==> src/hdl/sirc_map.vh <==
// Purpose: offsets, field positions, reset values and counts for the stop/idle/ring clock control
// Assumes: APB, 32-bit data, one aligned word per register
// Notes: definitions only
`ifndef SIRC_MAP_VH
`define SIRC_MAP_VH

// register byte offsets
`define SIRC_OFF_PWR_CTL 8'h00
`define SIRC_OFF_EXT_FLAG 8'h04
`define SIRC_OFF_PWR_MGMT 8'h08
`define SIRC_OFF_STATUS 8'h0C

// power_control_register fields
`define SIRC_PWR_IDLE_BIT 0
`define SIRC_PWR_STOP_BIT 1
`define SIRC_PWR_BANDGAP_STOP_BIT 2

// ext_flag_register fields
`define SIRC_EXT_RING_SEL_BIT 1
`define SIRC_EXT_RING_ACT_BIT 3

// power_mgmt_register clock divide select field
`define SIRC_DIV_HI_BIT 7
`define SIRC_DIV_LO_BIT 6
`define SIRC_DIV_DEFAULT 2'h2
`define SIRC_DIV_1024 2'h3

// warm-up counts
`define SIRC_FLASH_WARM_CYC 17'h10000
`define SIRC_XTAL_WARM_CYC 17'h10000
// clock gates stay off one cycle more than this count on each side of a source change
`define SIRC_SWITCH_GAP 2'h2

`endif

==> src/hdl/sirc_none.v <==
// Purpose: empty unit kept so the source list stays stable
// Assumes: nothing
// Notes: holds no logic
`default_nettype none
`default_nettype wire

==> src/hdl/sirc_ctrl.v <==
// Purpose: idle/stop power modes and ring/crystal system clock control with APB registers
// Assumes: clock gates and clock mux sit outside; interrupt logic gives enable/pending levels
// Notes: crystal periods are counted from a monitored crystal level sampled on the core clock
//   the crystal must run slower than half the core clock or periods are missed
//   wake holds until both warm-up counts finish; a dead crystal keeps the core in wake
//   the switch module owns the clock mux select, the gate and the ring enable
//   a stop exit always restarts both warm-up counts from zero
//   only the synchronised pin levels feed the state machine
// How it works
// RULE1: stop exit with ring: ring until crystal settles
// RULE2: ring startup only when ring_start_select is 1
// RULE3: without ring, hold CPU 65536 crystal periods
// RULE4: readable ring_clock_active status bit
// RULE5: ring running forces divide 10b, writes ignored
// RULE6: watchdog always clocked from crystal
// RULE7: idle bit write freezes fetch after it
// RULE8: idle keeps peripheral clocks; interrupt ends idle
// RULE9: idle bit self-clears on idle exit
// RULE10: any processor reset ends idle
// RULE11: stop bit halts all clocks and crystal
// RULE12: enabled external interrupt ends stop
// RULE13: external reset pin always ends stop
// RULE14: undervoltage reset in stop only with bandgap_in_stop
// RULE15: 65536-cycle flash warm-up after stop
// RULE16: reset returns divide select to 10b
// RULE17: glitch-free ring/crystal clock switching
//
// Implementation choices: the register addresses and the APB interface to the registers.
`include "sirc_map.vh"
`default_nettype none

module sirc_ctrl #(
  parameter [16:0] FLASH_WARM_CYC = `SIRC_FLASH_WARM_CYC,
  parameter [16:0] XTAL_WARM_CYC = `SIRC_XTAL_WARM_CYC
) (
  input wire i_core_clk,
  input wire i_nrst,
  input wire i_psel,
  input wire i_penable,
  input wire i_pwrite,
  input wire [7:0] i_paddr,
  input wire [31:0] i_pwdata,
  output reg [31:0] o_prdata,
  output reg o_pready,
  output reg o_pslverr,
  input wire i_proc_rst,
  input wire i_irq_pending,
  input wire [5:0] i_ext_int_en,
  input wire [5:0] i_ext_int_pin,
  input wire i_ext_rst_pin,
  input wire i_vcc_low,
  input wire i_xtal_mon,
  output reg o_xtal_en,
  output wire o_ring_osc_en,
  output wire o_sysclk_ring_sel,
  output wire o_sysclk_gate_en,
  output reg o_cpu_clk_en,
  output reg o_periph_clk_en,
  output reg o_wdt_clk_ring,
  output reg [1:0] o_clk_div_sel,
  output reg o_uv_reset
);

  // one-hot power states, shown raw in the status register
  localparam ST_RUN = 4'b0001;
  localparam ST_IDLE = 4'b0010;
  localparam ST_STOP = 4'b0100;
  localparam ST_WAKE = 4'b1000;

  reg [3:0] st_reg;
  reg [3:0] st_next;

  // software-visible control bits, plus ring_mode_reg, the unreadable ring choice latched for a wake
  reg idle_reg;
  reg stop_reg;
  reg bandgap_stop_reg;
  reg ring_sel_reg;
  reg ring_mode_reg;

  // warm-up bookkeeping; counters and done flags cleared on every stop exit, xtal_prev_reg follows the crystal every cycle
  reg xtal_prev_reg;
  reg [16:0] flash_cnt_reg;
  reg [16:0] xtal_cnt_reg;
  reg flash_done_reg;
  reg xtal_done_reg;

  // pin levels after the synchroniser
  wire [5:0] ext_int_s;
  wire ext_rst_s;
  wire vcc_low_s;
  wire xtal_s;

  // decode and handshake helpers
  wire ring_active;
  wire want_ring;
  wire wr_acc;
  wire rd_setup;
  wire stop_wake;
  wire xtal_tick;
  wire any_rst;
  reg [31:0] rdata_next;
  reg addr_ok;

  // pins cross into the core domain before any logic looks at them
  // crystal monitor included: its level is asynchronous like any pin
  sirc_sync #(
    .W(9)
  ) u_sync (
    .i_core_clk(i_core_clk),
    .i_nrst(i_nrst),
    .i_async({i_ext_int_pin, i_ext_rst_pin, i_vcc_low, i_xtal_mon}),
    .o_sync({ext_int_s, ext_rst_s, vcc_low_s, xtal_s})
  );

  // ring wanted only while waking in ring mode and crystal not yet settled
  // dropping want_ring starts the switch back to the crystal
  assign want_ring = st_reg[3] & ring_mode_reg & ~xtal_done_reg; // [RULE1]

  // all glitch-free source changes happen inside the switch [RULE17]
  // the divide lock below keys on both want_ring and the mux select
  sirc_clk_switch u_switch (
    .i_core_clk(i_core_clk),
    .i_nrst(i_nrst),
    .i_want_ring(want_ring),
    .o_ring_osc_en(o_ring_osc_en),
    .o_sel_ring(o_sysclk_ring_sel),
    .o_gate_en(o_sysclk_gate_en)
  );

  assign ring_active = o_sysclk_ring_sel; // [RULE4]
  // write strobe fires once, on the access edge with ready high
  assign wr_acc = i_psel & i_penable & o_pready & i_pwrite;
  assign rd_setup = i_psel & ~i_penable;
  assign xtal_tick = xtal_s & ~xtal_prev_reg;
  assign any_rst = i_proc_rst | ext_rst_s; // [RULE10]
  // enabled external interrupt or reset pin ends stop
  assign stop_wake = (|(ext_int_s & i_ext_int_en)) | ext_rst_s; // [RULE12] [RULE13]

  // register read mux and address decode
  always @* begin
    rdata_next = 32'h00000000;
    addr_ok = 1'b1;
    case (i_paddr)
      // mode bits read back as the state machine sees them
      `SIRC_OFF_PWR_CTL: begin
        rdata_next[`SIRC_PWR_IDLE_BIT] = idle_reg;
        rdata_next[`SIRC_PWR_STOP_BIT] = stop_reg;
        rdata_next[`SIRC_PWR_BANDGAP_STOP_BIT] = bandgap_stop_reg;
      end
      `SIRC_OFF_EXT_FLAG: begin
        rdata_next[`SIRC_EXT_RING_SEL_BIT] = ring_sel_reg;
        rdata_next[`SIRC_EXT_RING_ACT_BIT] = ring_active; // [RULE4]
      end
      `SIRC_OFF_PWR_MGMT: begin
        rdata_next[`SIRC_DIV_HI_BIT] = o_clk_div_sel[1];
        rdata_next[`SIRC_DIV_LO_BIT] = o_clk_div_sel[0];
      end
      // debug view: raw state code and both warm-up flags
      `SIRC_OFF_STATUS: begin
        rdata_next[3:0] = st_reg;
        rdata_next[4] = flash_done_reg;
        rdata_next[5] = xtal_done_reg;
      end
      // holes in the map answer with an error and read zero
      default: begin
        addr_ok = 1'b0;
      end
    endcase
  end

  // zero-wait slave: answer registered in setup, presented for the access edge
  always @(posedge i_core_clk or negedge i_nrst) begin
    if (!i_nrst) begin
      o_pready <= 1'b0;
      o_prdata <= 32'h00000000;
      o_pslverr <= 1'b0;
    end else begin
      // ready lasts exactly the access cycle, so a write lands once
      o_pready <= rd_setup;
      if (rd_setup) begin
        // data captured at setup and frozen through the access edge
        o_prdata <= i_pwrite ? 32'h00000000 : rdata_next;
        o_pslverr <= ~addr_ok;
      end else begin
        o_pslverr <= 1'b0;
      end
    end
  end

  // power mode sequencing
  always @* begin
    st_next = st_reg;
    case (st_reg)
      ST_RUN: begin
        // the write is taken on the access edge, so the mode starts at once
        if (wr_acc && i_paddr == `SIRC_OFF_PWR_CTL && i_pwdata[`SIRC_PWR_STOP_BIT]) begin
          st_next = ST_STOP; // stop wins if both bits written [RULE11]
        end else if (wr_acc && i_paddr == `SIRC_OFF_PWR_CTL && i_pwdata[`SIRC_PWR_IDLE_BIT]) begin
          st_next = ST_IDLE; // [RULE7]
        end
      end
      ST_IDLE: begin
        // peripherals keep running here, so any enabled source may wake
        if (i_irq_pending || any_rst) begin
          st_next = ST_RUN; // [RULE8] [RULE10]
        end
      end
      ST_STOP: begin
        // interrupts wake only when enabled; the pin reset bypasses the enables
        if (stop_wake || i_proc_rst) begin
          st_next = ST_WAKE;
        end
      end
      ST_WAKE: begin
        // leave only once flash and crystal are both settled and crystal drives again
        if (flash_done_reg && xtal_done_reg && !ring_active && !want_ring) begin
          st_next = ST_RUN; // [RULE15]
        end
      end
      default: begin
        st_next = ST_RUN;
      end
    endcase
  end

  // state, control bits and warm-up counters
  always @(posedge i_core_clk or negedge i_nrst) begin
    if (!i_nrst) begin
      st_reg <= ST_RUN;
      idle_reg <= 1'b0;
      stop_reg <= 1'b0;
      bandgap_stop_reg <= 1'b0;
      ring_sel_reg <= 1'b0;
      ring_mode_reg <= 1'b0;
      xtal_prev_reg <= 1'b0;
      flash_cnt_reg <= 17'h00000;
      xtal_cnt_reg <= 17'h00000;
      flash_done_reg <= 1'b0;
      xtal_done_reg <= 1'b0;
      o_clk_div_sel <= `SIRC_DIV_DEFAULT; // [RULE16]
    end else begin
      st_reg <= st_next;
      xtal_prev_reg <= xtal_s;
      // bandgap choice only matters while stopped
      if (wr_acc && i_paddr == `SIRC_OFF_PWR_CTL) begin
        bandgap_stop_reg <= i_pwdata[`SIRC_PWR_BANDGAP_STOP_BIT];
      end
      if (wr_acc && i_paddr == `SIRC_OFF_EXT_FLAG) begin
        ring_sel_reg <= i_pwdata[`SIRC_EXT_RING_SEL_BIT]; // [RULE2]
      end
      // divide select: reset and ring both pin it to divide-by-1
      // a reset input wins over a same-cycle divide write
      if (any_rst || ring_active || want_ring) begin
        o_clk_div_sel <= `SIRC_DIV_DEFAULT; // [RULE5] [RULE16]
      end else if (wr_acc && i_paddr == `SIRC_OFF_PWR_MGMT) begin
        o_clk_div_sel <= i_pwdata[`SIRC_DIV_HI_BIT:`SIRC_DIV_LO_BIT];
      end
      // status bits track the next state, so reads see the new mode at once
      idle_reg <= st_next[1]; // self-clears on exit [RULE9]
      stop_reg <= st_next[2];
      // counters restart on each stop exit; ring choice frozen for this wake
      if (st_reg[2] && st_next[3]) begin
        ring_mode_reg <= ring_sel_reg; // [RULE2]
        flash_cnt_reg <= 17'h00000;
        xtal_cnt_reg <= 17'h00000;
        flash_done_reg <= 1'b0;
        xtal_done_reg <= 1'b0;
      end else if (st_reg[3]) begin
        // crystal counts synced rising edges, one per period
        if (!flash_done_reg) begin
          flash_cnt_reg <= flash_cnt_reg + 17'h00001;
          flash_done_reg <= (flash_cnt_reg == FLASH_WARM_CYC - 17'h00001); // [RULE15]
        end
        if (!xtal_done_reg && xtal_tick) begin
          xtal_cnt_reg <= xtal_cnt_reg + 17'h00001;
          xtal_done_reg <= (xtal_cnt_reg == XTAL_WARM_CYC - 17'h00001); // [RULE3]
        end
      end
    end
  end

  // clock enables and undervoltage reset
  always @(posedge i_core_clk or negedge i_nrst) begin
    if (!i_nrst) begin
      o_xtal_en <= 1'b1;
      o_cpu_clk_en <= 1'b1;
      o_periph_clk_en <= 1'b1;
      o_wdt_clk_ring <= 1'b0;
      o_uv_reset <= 1'b0;
    end else begin
      // driven from st_next so enables move on the same edge as the state
      o_xtal_en <= ~st_next[2]; // crystal off in stop [RULE11]
      o_periph_clk_en <= ~st_next[2]; // [RULE8] [RULE11]
      o_wdt_clk_ring <= 1'b0; // watchdog never on the ring [RULE6]
      // cpu runs early only in ring mode, and never before flash warm-up
      o_cpu_clk_en <= st_next[0] | (st_reg[3] & st_next[3] & flash_done_reg & ring_mode_reg) |
                      (st_reg[3] & st_next[0]); // [RULE1] [RULE3] [RULE7]
      // request only while stopped; outside stop the supply monitor elsewhere owns it
      o_uv_reset <= st_reg[2] & bandgap_stop_reg & vcc_low_s; // [RULE14]
    end
  end

endmodule // sirc_ctrl

`default_nettype wire

==> src/hdl/sirc_sync.v <==
// Purpose: two-flop synchroniser for a group of pin levels
// Assumes: inputs are quasi-static levels from outside the core clock domain
// Notes: only the second stage may be read by other logic
`default_nettype none

module sirc_sync #(
  parameter W = 1
) (
  input wire i_core_clk,
  input wire i_nrst,
  input wire [W-1:0] i_async,
  output reg [W-1:0] o_sync
);

  reg [W-1:0] meta_reg;

  // first stage feeds only the second stage
  always @(posedge i_core_clk or negedge i_nrst) begin
    if (!i_nrst) begin
      meta_reg <= {W{1'b0}};
      o_sync <= {W{1'b0}};
    end else begin
      meta_reg <= i_async;
      o_sync <= meta_reg;
    end
  end

endmodule // sirc_sync

`default_nettype wire

==> src/hdl/sirc_clk_switch.v <==
// Purpose: break-before-make selection between ring and crystal system clock
// Assumes: downstream clock mux changes over only while both gates are off
// Notes: ring oscillator itself is enabled only while selected or during a switch to or from it
`include "sirc_map.vh"
`default_nettype none

module sirc_clk_switch (
  input wire i_core_clk,
  input wire i_nrst,
  input wire i_want_ring,
  output reg o_ring_osc_en,
  output reg o_sel_ring,
  output reg o_gate_en
);

  localparam ST_RUN = 3'b001;
  localparam ST_OFF = 3'b010;
  localparam ST_ON = 3'b100;

  reg [2:0] st_reg;
  reg [1:0] gap_reg;

  // gate off, wait, change select, wait, gate on: no runt pulse reaches the core [RULE17]
  always @(posedge i_core_clk or negedge i_nrst) begin
    if (!i_nrst) begin
      st_reg <= ST_RUN;
      gap_reg <= 2'h0;
      o_ring_osc_en <= 1'b0;
      o_sel_ring <= 1'b0;
      o_gate_en <= 1'b1;
    end else begin
      case (st_reg)
        ST_RUN: begin
          if (i_want_ring != o_sel_ring) begin
            o_gate_en <= 1'b0; // [RULE17]
            gap_reg <= `SIRC_SWITCH_GAP;
            if (i_want_ring) begin
              o_ring_osc_en <= 1'b1;
            end
            st_reg <= ST_OFF;
          end
        end
        ST_OFF: begin
          if (gap_reg != 2'h0) begin
            gap_reg <= gap_reg - 2'h1;
          end else begin
            o_sel_ring <= i_want_ring; // select moves only with both gates closed [RULE17]
            gap_reg <= `SIRC_SWITCH_GAP;
            st_reg <= ST_ON;
          end
        end
        ST_ON: begin
          if (gap_reg != 2'h0) begin
            gap_reg <= gap_reg - 2'h1;
          end else begin
            o_gate_en <= 1'b1;
            if (!o_sel_ring) begin
              o_ring_osc_en <= 1'b0; // ring off once crystal drives [RULE1]
            end
            st_reg <= ST_RUN;
          end
        end
        default: begin
          st_reg <= ST_RUN;
        end
      endcase
    end
  end

endmodule // sirc_clk_switch

`default_nettype wire

==> config.mk <==
export PLATFORM = sky130hd
export DESIGN_NAME = sirc_ctrl
export DESIGN_NICKNAME = d
export VERILOG_FILES = /design/src/hdl/sirc_none.v /design/src/hdl/sirc_ctrl.v /design/src/hdl/sirc_sync.v /design/src/hdl/sirc_clk_switch.v
export VERILOG_INCLUDE_DIRS = /design/src /design/src/hdl
export SDC_FILE = /design/constraint.sdc
export NUM_CORES = 1
export LEC_CHECK = 0
export BUFFER_PORTS_ARGS = -buffer_cell sky130_fd_sc_hd__buf_2
export CORE_MARGIN = 2
export CORE_UTILIZATION = 55
export DETAILED_ROUTE_END_ITERATION = 8
export PLACE_DENSITY = 0.83
export SYNTH_ARGS = -nofsm -noshare
export SYNTH_HDL_FRONTEND = slang
export SYNTH_SLANG_ARGS = --single-unit
export TNS_END_PERCENT = 100
==> constraint.sdc <==
create_clock -name i_core_clk -period 3.33 [get_ports i_core_clk]
set_clock_uncertainty 0.1 [all_clocks]
set_input_delay 0.666 -clock i_core_clk [delete_from_list [all_inputs] [get_ports i_core_clk]]
set_output_delay 0.666 -clock i_core_clk [all_outputs]
set_load 0.01 [all_outputs]
Yosys cells after proc, flatten, opt, wreduce, memory -nomap -nowiden
Index checks and enable logic that the tools add are counted. Widths: inputs -> output; s select.

Register bits: 111. Input bits: 62. Output and inout bits: 44.

$add $sub $neg: 3. Equality and inequality tests: 20. Multiplexer cells: 45. Bitwise operators: 24. Reduce and logical (&&, ||, !) cells: 33.

Operators with widths (number): $mux 17 (6); $add 17x1->17 const B (2); $eq 17x16->1 const B (2); $mux 4 (5); $eq 8x4->1 const B (2); $pmux 4 s4 (1); $mux 1 (14); $mux 2 (7); $and 1x1->1 (13); $logic_and 1x1->1 (10); $pmux 1 s2 (5); $reduce_bool 2->1 (5); $mux 3 (3); $pmux 3 s3 (1); $reduce_and 3->1 (3); $eq 8x3->1 const B (1); $logic_not 8->1 (1); $mux 8 (1); $ne 2x1->1 const B (4); $and 6x6->6 (1); $ne 2x2->1 const B (3); $not 1->1 (6); $pmux 2 s3 (1); $reduce_and 2->1 (3); other kinds (17) (25).

Logic depth before layout (Yosys ltp)
Gate-level depths: netlist of the first run.

Depth after elaboration: 13. Mapped depth: 7. Mapped depth without buffers: 7.

Modules after synthesis
Synthesis of the first run repeated with hierarchy kept, for this count alone.

Cells, all modules: 370. Area total of the unflattened synthesis: 3996.3 µm².

By module, submodules not included: sirc_ctrl (instances 1, cells an instance 306, area an instance 3088.0 µm²); sirc_clk_switch (instances 1, cells an instance 46, area an instance 457.9 µm²); sirc_sync (instances 1, cells an instance 18, area an instance 450.4 µm²).

Least setup slack after synthesis of the first run
No wires, ideal clock.

Path type: input -> register. Start: in i_paddr[1]. End: reg ring_sel_reg. Data arrival time: 1.812 ns. Required time: 3.105 ns. Setup slack: 1.294 ns. Stages on the path: 4. Buffers on the path: 0. Cell sequence: nor4_4 nand3_1 or3b_2 mux2_2.

Word-level cells in the longest chain between the ends: 2.

RTL lines: start, declared (line sirc_ctrl.v:41) `input wire [7:0] i_paddr,`; $eq 8x3->1; $logic_and 1x1->1 (no line); end signal, assigned (line sirc_ctrl.v:249) `` ring_sel_reg <= i_pwdata[`SIRC_EXT_RING_SEL_BIT]; ``; end, declared (line sirc_ctrl.v:77) `reg ring_sel_reg;`.

Every way passes these cells. A chain may end at the register's enable or synchronous reset.

Final worst setup path of the first run
Start: reg st_reg[3]. End: reg ring_mode_reg.

Word-level cells in the longest chain between the ends: 7. Elaborated cells on any way between the ends: 15. Those cells by class: eq/ne: 4; mux: 6; bitwise: 2; reduce/logical: 3.

RTL lines: start, declared (line sirc_ctrl.v:70) `reg [3:0] st_reg;`; start signal, assigned (line sirc_ctrl.v:242) `st_reg <= st_next;`; $and 1x1->1 (2 in a row) (line sirc_ctrl.v:117) `assign want_ring = st_reg[3] & ring_mode_reg & ~xtal_done_reg;`; $logic_not 1->1 (line sirc_ctrl.v:216) `if (flash_done_reg && xtal_done_reg && !ring_active && !want_ring) begin`; $logic_and 1x1->1 (line sirc_ctrl.v:216); $mux 4 (line sirc_ctrl.v:216); $pmux 4 s4 (*) (line sirc_ctrl.v:193) `case (st_reg)`; $logic_and 1x1->1 (*) (line sirc_ctrl.v:262) `if (st_reg[2] && st_next[3]) begin`; end signal, assigned (line sirc_ctrl.v:263) `ring_mode_reg <= ring_sel_reg;`; end, declared (line sirc_ctrl.v:78) `reg ring_mode_reg;`.

Every way passes the cells marked *; elsewhere a longest branch is shown, timed or not.

==> impl_metrics.csv, run 1 <==
group,metric,value,unit
synth,synth_seq_area_share,53.4,%
synth,synth_top_area_cell,"dfrtp_1",
clock_network,cts_resized,0,
critical_path,cp-endpoint,"ring_mode_reg$_DFFE_PN0P_",
clock_network,cts.clk_slew.worst_paths,0.08,ns
routing,drc,0,
timing,hold_viol_final,0,
synth,ys_ff_latch,85,
worst_hold_path,hold_start,"u_sync.meta_reg[5]$_DFF_PN0_",
critical_path,worstPathMaxFanout,37,
die,die_x,89.3,µm
critical_path,worstReg2RegEnd,"ring_mode_reg$_DFFE_PN0P_",
timing,rsz0062_at_grt,"no",
pwr,powerDensity,412,nW/µm²
die,start_util,56.0,%
job,max_cap_violations,0,
grt,grt_pass1_vias,2841,
cells_and_area,regArea,2130,µm²
clock_network,cts_tree,"built",
routing,vias,2879,
grt,grt_start_max_net_pins,86,
pwr,ir_drop,268,µV
routing,antenna_left,0,
synth,ys.flop_type,"dfrtp_1",
critical_path,critPathCaptureType,"flop",
placed_design,port_buffers,53,
synth,ys_warn_count,0,
cells_and_area,multi_input_comb_area,1670,µm²
grt,overflow,0,
clock_network,hold_buffers,0,
worst_hold_path,hp-class,"flop to flop",
timing,setup_viol,0,
critical_path,critical_path_class,"flop to flop",
critical_path,crit_start,"st_reg[3]$_DFF_PN0_",
synth,synth_top_area_share,49.5,%
critical_path,reg2reg_from,"st_reg[3]$_DFF_PN0_",
clock_network,cts_setup_buffers,0,
synth,synth_edf_count,0,
routing,drt_iter0_drc,168,
critical_path,reg2reg_depth,4,
timing,period_share,66.3,%
synth,syn_area_per_cell,10.8,µm²
die,die_area,7970,µm²
cells_and_area,drive_gt1_share,21.9,%
synth,yosys.cell_types.count,50,
routing,wl,7310,µm
timing,finalSetupTns,0,ns
synth,async_flop_share,100,%
cells_and_area,n_antenna_cell,0,
cells_and_area,num-fill-cells,597,
placed_design,dp_hpwl,5130,µm
critical_path,cp-start-kind,"flop",
critical_path,crit_arrival,2.35,ns
timing,fin_crit,2.21,ns
placed_design,gp_congestion,0.862,
placed_design,pre_cts_ws,1.07,ns
die,fp.coreArea,7140,µm²
status,status,"completed",
synth,netlist_area,4000,µm²
grt,grt_first_pass_wirelength,12000,µm
synth,synth_most_common_cell,"dfrtp_1",
die,rows,31,
clock_network,numCtsBuffers,9,
routing,first_pass_iters,5,
clock_network,clk-insertion-delay-late,0.35,ns
timing,clock.fmax,453,MHz
clock_network,h-tree-depth,3,
cells_and_area,nets,492,
timing,setup_ws,1.12,ns
synth,synth_common_cells,"dfrtp_1, nor2_1, buf_4",
pwr,p_leak,2.03,nW
timing,maxSlewHeadroom,32.6,%
routing,avgRoutedWirePerCell,13.8,µm
timing,report.final.slew_viol_count,0,
clock_network,root_buffer,"clkbuf_8",
routing,avgViaCountPerCell,5.45,
clock_network,clock_path_buffers,2,
cells_and_area,areaGrowthSynthToFinish,11.6,%
timing,worst-slew-pin-transition,1.01,ns
synth,synth_cells,369,
die,fp.dieH,89.3,µm
critical_path,ff2ff_setup_slack,1.12,ns
grt,grtUsageTotal,19.2,%
critical_path,required,3.47,ns
die,ios,106,
synth,ys_top_cells_by_area,"dfrtp_1, buf_4, xnor2_1",
cells_and_area,final_core_util,62.5,%
clock_network,cts_sinks,85,
grt,grt_antenna_before_repair,0,
area by class of cell:
type,instances,area share [%]
clock buffers,9,2.78
clock inverters,7,1.71
well taps,99,2.78
multi-input cells,260,37.4
inverters,12,1.01
repair buffers,56,6.50
flip-flops and latches,85,47.8
layout by cell type (no fill, tap or decap), types with 2 or more instances in the layout:
cell type	instances
nand4_1	7
nand3b_1	3
a22o_1	7
o41ai_1	2
a21oi_1	13
xor2_1	5
and4_1	2
nand2_1	24
conb_1	25
o31ai_1	2
mux2_2	7
buf_2	52
o21ai_0	8
dfstp_2	6
nand4b_1	3
nor3_1	10
ha_1	6
a32o_1	5
mux2i_1	3
a31oi_1	2
inv_1	12
o21a_1	2
xnor2_1	21
clkinvlp_4	2
a22oi_1	4
dfrtp_1	79
nand2b_1	5
buf_4	4
or3_1	4
nor2b_1	6
nand3_1	12
nand4_4	2
or3b_2	2
clkbuf_8	9
nor4b_1	3
nor4_1	13
clkinv_4	3
nor2_1	38
worst min path at each step:
stage                                       endpoint  slack (ns)  cells past startpoint
final                     u_sync.o_sync[5]$_DFF_PN0_        0.25                      0
after CTS                 u_sync.o_sync[5]$_DFF_PN0_        0.26                      0
after detailed placement  u_sync.o_sync[2]$_DFF_PN0_        0.24                      0
after floorplan           u_sync.o_sync[0]$_DFF_PN0_        0.23                      0
after global routing      u_sync.o_sync[5]$_DFF_PN0_        0.26                      0
after global placement    u_sync.o_sync[7]$_DFF_PN0_        0.23                      0
critical path: stages, from the launching register on:
cell and delay, ns:
dfrtp_1 0.54, nor4b_1 0.53, o21a_1 0.20, buf_4 0.34, mux2_2 0.38
metal layers:
metal | up-vias | GRT usage, % | share of wire [%]
met5 | - | 0 | 0
met4 | 0 | 5.43 | 0.85
met3 | 5 | 5.45 | 5.0
met2 | 79 | 33.4 | 51
met1 | 1426 | 23.3 | 43
li1 | 1369 | - | -
power by group:
| part | switching [mW] | leakage [nW] | internal, mW | total (mW) |
|---|---|---|---|---|
| Sequential | 0.00411 | 0.938 | 1.04 | 1.05 |
| Clock | 0.369 | 0.0954 | 0.348 | 0.717 |
| Combinational | 0.0520 | 0.996 | 0.0213 | 0.0733 |
| Total | 0.425 | 2.03 | 1.41 | 1.84 |
kinds of logic after synthesis:
group,Yosys count,synth area share [%]
xor gates and xnor gates,26,5.70
adders and majority gates,6,1.88
and+or+nand+nor,145,20.8
muxes,10,2.72
DFF,85,53.4
AOI/OAI and AO/OA,48,8.29
other,1,0.0938
buffers and inverters,48,7.10
per-stage QoR:
stage	hold slack [ns]	instances	area, µm²	power, mW
finish	0.252	528	4460	1.84
global route	0.260	528	4460	1.91
CTS	0.255	528	4460	1.86
detailed placement	0.236	512	4260	1.14
global placement	0.231	512	4260	1.14
floorplan	0.231	393	4090	1.12
Note: power is estimated with default switching activity, not from simulation.
==> run 2: changes to the inputs <==
--- a/config.mk
+++ b/config.mk
@@ -8,9 +8,9 @@
 export LEC_CHECK = 0
 export BUFFER_PORTS_ARGS = -buffer_cell sky130_fd_sc_hd__buf_2
 export CORE_MARGIN = 2
-export CORE_UTILIZATION = 55
+export CORE_UTILIZATION = 53
 export DETAILED_ROUTE_END_ITERATION = 8
-export PLACE_DENSITY = 0.83
+export PLACE_DENSITY = 0.8
 export SYNTH_ARGS = -nofsm -noshare
 export SYNTH_HDL_FRONTEND = slang
 export SYNTH_SLANG_ARGS = --single-unit
==> constraint.sdc (replaced) <==
create_clock -name i_core_clk -period 2.2 [get_ports i_core_clk]
set_clock_uncertainty 0.1 [all_clocks]
set_input_delay 0.44 -clock i_core_clk [delete_from_list [all_inputs] [get_ports i_core_clk]]
set_output_delay 0.44 -clock i_core_clk [all_outputs]
set_load 0.01 [all_outputs]
==> impl_metrics.csv, run 2 (synthesis gave the netlist of run 1 again) <==
group,metric,value,unit
pwr,powerDensity,642,nW/µm²
worst_hold_path,hp-class,"input pin to flop",
placed_design,placed_cells,522,
pwr,combPwrFrac,4.2,%
routing,avgRoutedWirePerCell,14.2,µm
clock_network,cts.clk_slew.worst_paths,0.08,ns
cells_and_area,final_core_util,62.7,%
timing,hold_viol_final,0,
critical_path,reg2reg_from,"st_reg[2]$_DFF_PN0_",
clock_network,cts_resized,0,
critical_path,worstReg2RegEnd,"xtal_cnt_reg[0]$_DFFE_PN0P_",
clock_network,cts_sinks,85,
critical_path,ff2ff_setup_slack,0.15,ns
cells_and_area,mostFrequentLayoutCells,"dfrtp_1, buf_2, nor2_1",
die,rows,31,
timing,clock.fmax,487,MHz
pwr,p_sw,643,µW
pwr,seqPwrFrac,54.1,%
grt,grt_first_pass_wirelength,13200,µm
cells_and_area,areaGrowthSynthToFinish,14.4,%
routing,vias,2935,
pwr,p_int,2.29,mW
critical_path,critPathCaptureType,"flop",
timing,report.final.slew_viol_count,0,
placed_design,pre_cts_ws,0.184,ns
cells_and_area,multi_input_comb_area,1670,µm²
cells_and_area,n_antenna_cell,0,
cells_and_area,final_common_cell,"dfrtp_1",
clock_network,root_buffer,"clkbuf_8",
critical_path,cp_cell_sequence,"nor4b_1, o21a_1, buf_4, nor2_1",
placed_design,gp_congestion,0.838,
routing,avgViaCountPerCell,5.45,
cells_and_area,nets,503,
grt,grt_pass1_vias,2821,
critical_path,worstPathMaxFanout,36,
clock_network,clock_path_buffers,2,
die,fp.coreArea,7290,µm²
cells_and_area,num-fill-cells,602,
critical_path,crit_arrival,2.18,ns
routing,first_pass_iters,4,
timing,fin_hold_ws,0.0848,ns
pwr,ir_drop,469,µV
placed_design,place_area,4340,µm²
routing,wl,7670,µm
cells_and_area,regArea,2130,µm²
placed_design,port_buffers,53,
timing,setup_ws,0.147,ns
critical_path,cp-start-kind,"flop",
timing,rsz0062_at_grt,"no",
die,die_area,8250,µm²
worst_hold_path,whs_endpoint,"u_sync.meta_reg[8]$_DFF_PN0_",
critical_path,slowest_stage,"nor4b_1",
worst_hold_path,hold_depth,1,
routing,drt_iter0_drc,194,
clock_network,clk-insertion-delay-late,0.36,ns
timing,period_share,93.3,%
critical_path,reg2reg_depth,4,
pwr,p_sw_share,21.9,%
routing,drc,0,
timing,worst-slew-pin-transition,0.683,ns
die,start_util,54.8,%
die,ios,106,
pwr,finalPower,2.94,mW
clock_network,cts_setup_buffers,0,
timing,fin_crit,2.05,ns
grt,grt_antenna_before_repair,0,
status,status,"completed",
timing,setup_viol,0,
grt,overflow,0,
clock_network,numCtsBuffers,9,
pwr,p_leak,2.09,nW
critical_path,critical_path_class,"flop to flop",
clock_network,h-tree-depth,3,
cells_and_area,fin_cells,539,
worst_hold_path,hold_start,"i_ext_int_pin[5]",
clock_network,cts_tree,"built",
grt,grt_start_max_net_pins,43,
placed_design,dp_hpwl,5480,µm
timing,maxSlewHeadroom,53.8,%
cells_and_area,drive_gt1_share,23.4,%
pwr,clockPowerShare,41.8,%
critical_path,required,2.32,ns
job,max_cap_violations,0,
critical_path,worst_path_largest_cell_delay,0.61,ns
die,fp.dieH,90.9,µm
grt,grtUsageTotal,20.1,%
routing,antenna_left,0,
cells_and_area,fin_area,4570,µm²
timing,finalSetupTns,0,ns
die,die_x,90.9,µm
==> run 2: final cells by class <==
| cell class | instances | area share, % |
|---|---|---|
| Tap cell | 99 | 2.71 |
| Inverter | 12 | 0.985 |
| Sequential cell | 85 | 46.7 |
| Multi-Input combinational cell | 260 | 36.5 |
| Timing Repair Buffer | 67 | 8.21 |
| Clock buffer | 11 | 3.09 |
| Clock inverter | 5 | 1.83 |
==> run 2: worst max-delay path, delay by kind of cell (launching register included) <==
family,cells,cell delay (ns)
AND/OR/NAND/NOR,2,0.72
buffers and inverters,1,0.34
flip-flops,1,0.51
AO/OA/AOI/OAI,1,0.25
==> run 2: worst max-delay path by stage <==
stage | start | end | cells past startpoint
after floorplan | i_paddr[1] | ring_sel_reg$_DFFE_PN0P_ | 4
after global placement | flash_cnt_reg[8]$_DFFE_PN0P_ | flash_cnt_reg[16]$_DFFE_PN0P_ | 5
after detailed placement | flash_cnt_reg[8]$_DFFE_PN0P_ | flash_cnt_reg[16]$_DFFE_PN0P_ | 5
after CTS | flash_cnt_reg[8]$_DFFE_PN0P_ | flash_cnt_reg[16]$_DFFE_PN0P_ | 5
after global routing | flash_cnt_reg[8]$_DFFE_PN0P_ | flash_cnt_reg[16]$_DFFE_PN0P_ | 5
final | st_reg[2]$_DFF_PN0_ | xtal_cnt_reg[0]$_DFFE_PN0P_ | 4
==> run 2: power groups by stage <==
stage | combinational (mW) | sequential (mW) | clock [mW]
after floorplan | 0.0709 | 1.62 | 0
after global placement | 0.120 | 1.62 | 0
after detailed placement | 0.122 | 1.62 | 0
after CTS | 0.124 | 1.59 | 1.26
final | 0.122 | 1.59 | 1.23
after global routing | 0.140 | 1.59 | 1.31
==> run 2: what timing repair did <==
| item | 4_1_cts | 5_1_grt |
|---|---|---|
| hold buffers | 1 | 0 |
| endpoints found under the hold margin | 35 | 0 |
| endpoints found under the setup margin | 0 | 0 |
==> run 2: layer usage <==
metal / vias up / routed length [µm] / GRT usage [%]
li1: 1389 / - / -
met1: 1418 / 3300 / 26.0
met2: 107 / 3710 / 31.6
met3: 21 / 447 / 5.34
met4: 0 / 209 / 9.47
met5: - / 0 / 0
==> run 3: changes to the inputs <==
--- a/config.mk
+++ b/config.mk
@@ -7,6 +7,7 @@
 export NUM_CORES = 1
 export LEC_CHECK = 0
 export BUFFER_PORTS_ARGS = -buffer_cell sky130_fd_sc_hd__buf_2
+export CORE_ASPECT_RATIO = 1.4
 export CORE_MARGIN = 2
 export CORE_UTILIZATION = 53
 export DETAILED_ROUTE_END_ITERATION = 8
==> impl_metrics.csv, run 3 (synthesis gave the netlist of run 1 again) <==
group,metric,value,unit
clock_network,numCtsBuffers,9,
routing,avgRoutedWirePerCell,14.6,µm
grt,grt_antenna_before_repair,0,
die,ios,106,
routing,drt_iter0_drc,198,
status,status,"completed",
timing,rsz0062_at_grt,"no",
critical_path,critical_path_class,"flop to flop",
routing,drc,0,
clock_network,root_buffer,"clkbuf_8",
placed_design,port_buffers,53,
timing,period_share,90.0,%
grt,grtUsageTotal,20.1,%
timing,setup_viol,0,
grt,grt_pass1_vias,2945,
clock_network,h-tree-depth,3,
placed_design,placed_cells,519,
timing,clock.fmax,505,MHz
timing,finalSetupTns,0,ns
die,fp.coreArea,7310,µm²
pwr,powerDensity,623,nW/µm²
timing,hold_viol_final,0,
pwr,seqPwrFrac,56.0,%
die,die_x,77.4,µm
routing,wl,7810,µm
placed_design,gp_congestion,0.807,
die,fp.dieH,107,µm
critical_path,crit_arrival,2.17,ns
timing,fin_crit,1.98,ns
pwr,p_sw_share,23.9,%
cells_and_area,drive_gt1_share,23.5,%
pwr,clockPowerShare,39.7,%
critical_path,worstPathMaxFanout,14,
cells_and_area,n_antenna_cell,0,
pwr,combPwrFrac,4.3,%
cells_and_area,num-fill-cells,608,
job,max_cap_violations,0,
pwr,p_sw,676,µW
timing,report.final.slew_viol_count,0,
grt,grt_start_max_net_pins,55,
die,rows,37,
clock_network,cts_resized,0,
routing,avgViaCountPerCell,5.45,
cells_and_area,areaGrowthSynthToFinish,13.9,%
clock_network,clock_path_buffers,2,
grt,overflow,0,
grt,grt_first_pass_wirelength,13200,µm
routing,antenna_left,0,
cells_and_area,nets,502,
die,die_area,8260,µm²
clock_network,cts_sinks,85,
clock_network,clk-insertion-delay-late,0.37,ns
routing,first_pass_iters,4,
cells_and_area,mostFrequentLayoutCells,"dfrtp_1, buf_2, nor2_1",
timing,fin_hold_ws,0.0785,ns
critical_path,required,2.39,ns
cells_and_area,fin_cells,536,
placed_design,dp_hpwl,5630,µm
worst_hold_path,hp-class,"input pin to flop",
clock_network,cts.clk_slew.worst_paths,0.09,ns
cells_and_area,final_common_cell,"dfrtp_1",
routing,vias,2919,
pwr,p_leak,2.08,nW
die,start_util,54.7,%
placed_design,pre_cts_ws,0.263,ns
clock_network,cts_tree,"built",
pwr,p_int,2.16,mW
pwr,ir_drop,593,µV
timing,setup_ws,0.220,ns
critical_path,cp-start-kind,"flop",
critical_path,critPathCaptureType,"flop",
==> run 3: final cells by class <==
cell class / count / area [µm²] / area share (%)
Tap cell: 97 / 121 / 2.66
Multi-Input combinational cell: 260 / 1670 / 36.6
Inverter: 12 / 45.0 / 0.989
Sequential cell: 85 / 2130 / 46.9
Clock buffer: 9 / 124 / 2.72
Timing Repair Buffer: 66 / 380 / 8.35
Clock inverter: 7 / 80.1 / 1.76
==> run 3: worst max-delay path, stage by stage (launching register included) <==
cell and delay [ns]:
dfrtp_1 0.62, nand4bb_1 0.19, or4_4 0.52, or3_1 0.33
a21oi_1 0.15
==> run 3: through the flow <==
step                      power [mW]  utilization [%]  instance area [µm²]
after global placement          1.74             59.3                 4340
after floorplan                 1.69                -                 4090
after detailed placement        1.74             59.3                 4340
final                           2.84             62.3                 4550
after CTS                       2.86             62.3                 4550
after global routing            2.95             62.3                 4550
==> run 3: path summary, 6_finish.rpt <==
kind | startpoint | endpoint | slack, ns | depth (start not counted)
min in group asynchronous | i_nrst | u_sync.o_sync[5]$_DFF_PN0_ | 0.45 | 2
hold / removal | i_ext_rst_pin | u_sync.meta_reg[2]$_DFF_PN0_ | 0.08 | 1
max in group asynchronous | i_nrst | st_reg[0]$_DFF_PN1_ | 0.87 | 3
setup reg to reg | st_reg[3]$_DFF_PN0_ | xtal_cnt_reg[15]$_DFFE_PN0P_ | 0.22 | 4
hold reg to reg | u_sync.meta_reg[3]$_DFF_PN0_ | u_sync.o_sync[3]$_DFF_PN0_ | 0.25 | 0
setup / recovery | st_reg[3]$_DFF_PN0_ | xtal_cnt_reg[15]$_DFFE_PN0P_ | 0.22 | 4
==> run 3: per-layer routing <==
layer,global-route usage [%],share of wire [%]
met3,4.63,3.6
met2,34.5,54
met5,0,0
met1,23.8,40
met4,9.69,2.0
==> run 3: timing repair <==
action,in CTS,in global routing
endpoints found under the setup margin,0,0
endpoints found under the hold margin,27,0
buffers inserted,0,0
hold buffers,1,0
==> run 3: power by group through the flow <==
| stage | clock network (mW) | logic, mW | registers [mW] |
|---|---|---|---|
| 6_report | 1.13 | 0.123 | 1.59 |
| 5_1_grt | 1.22 | 0.138 | 1.59 |
| 2_1_floorplan | 0 | 0.0709 | 1.62 |
| 3_3_place_gp | 0 | 0.119 | 1.62 |
| 4_1_cts | 1.15 | 0.124 | 1.59 |
| 3_5_place_dp | 0 | 0.122 | 1.62 |
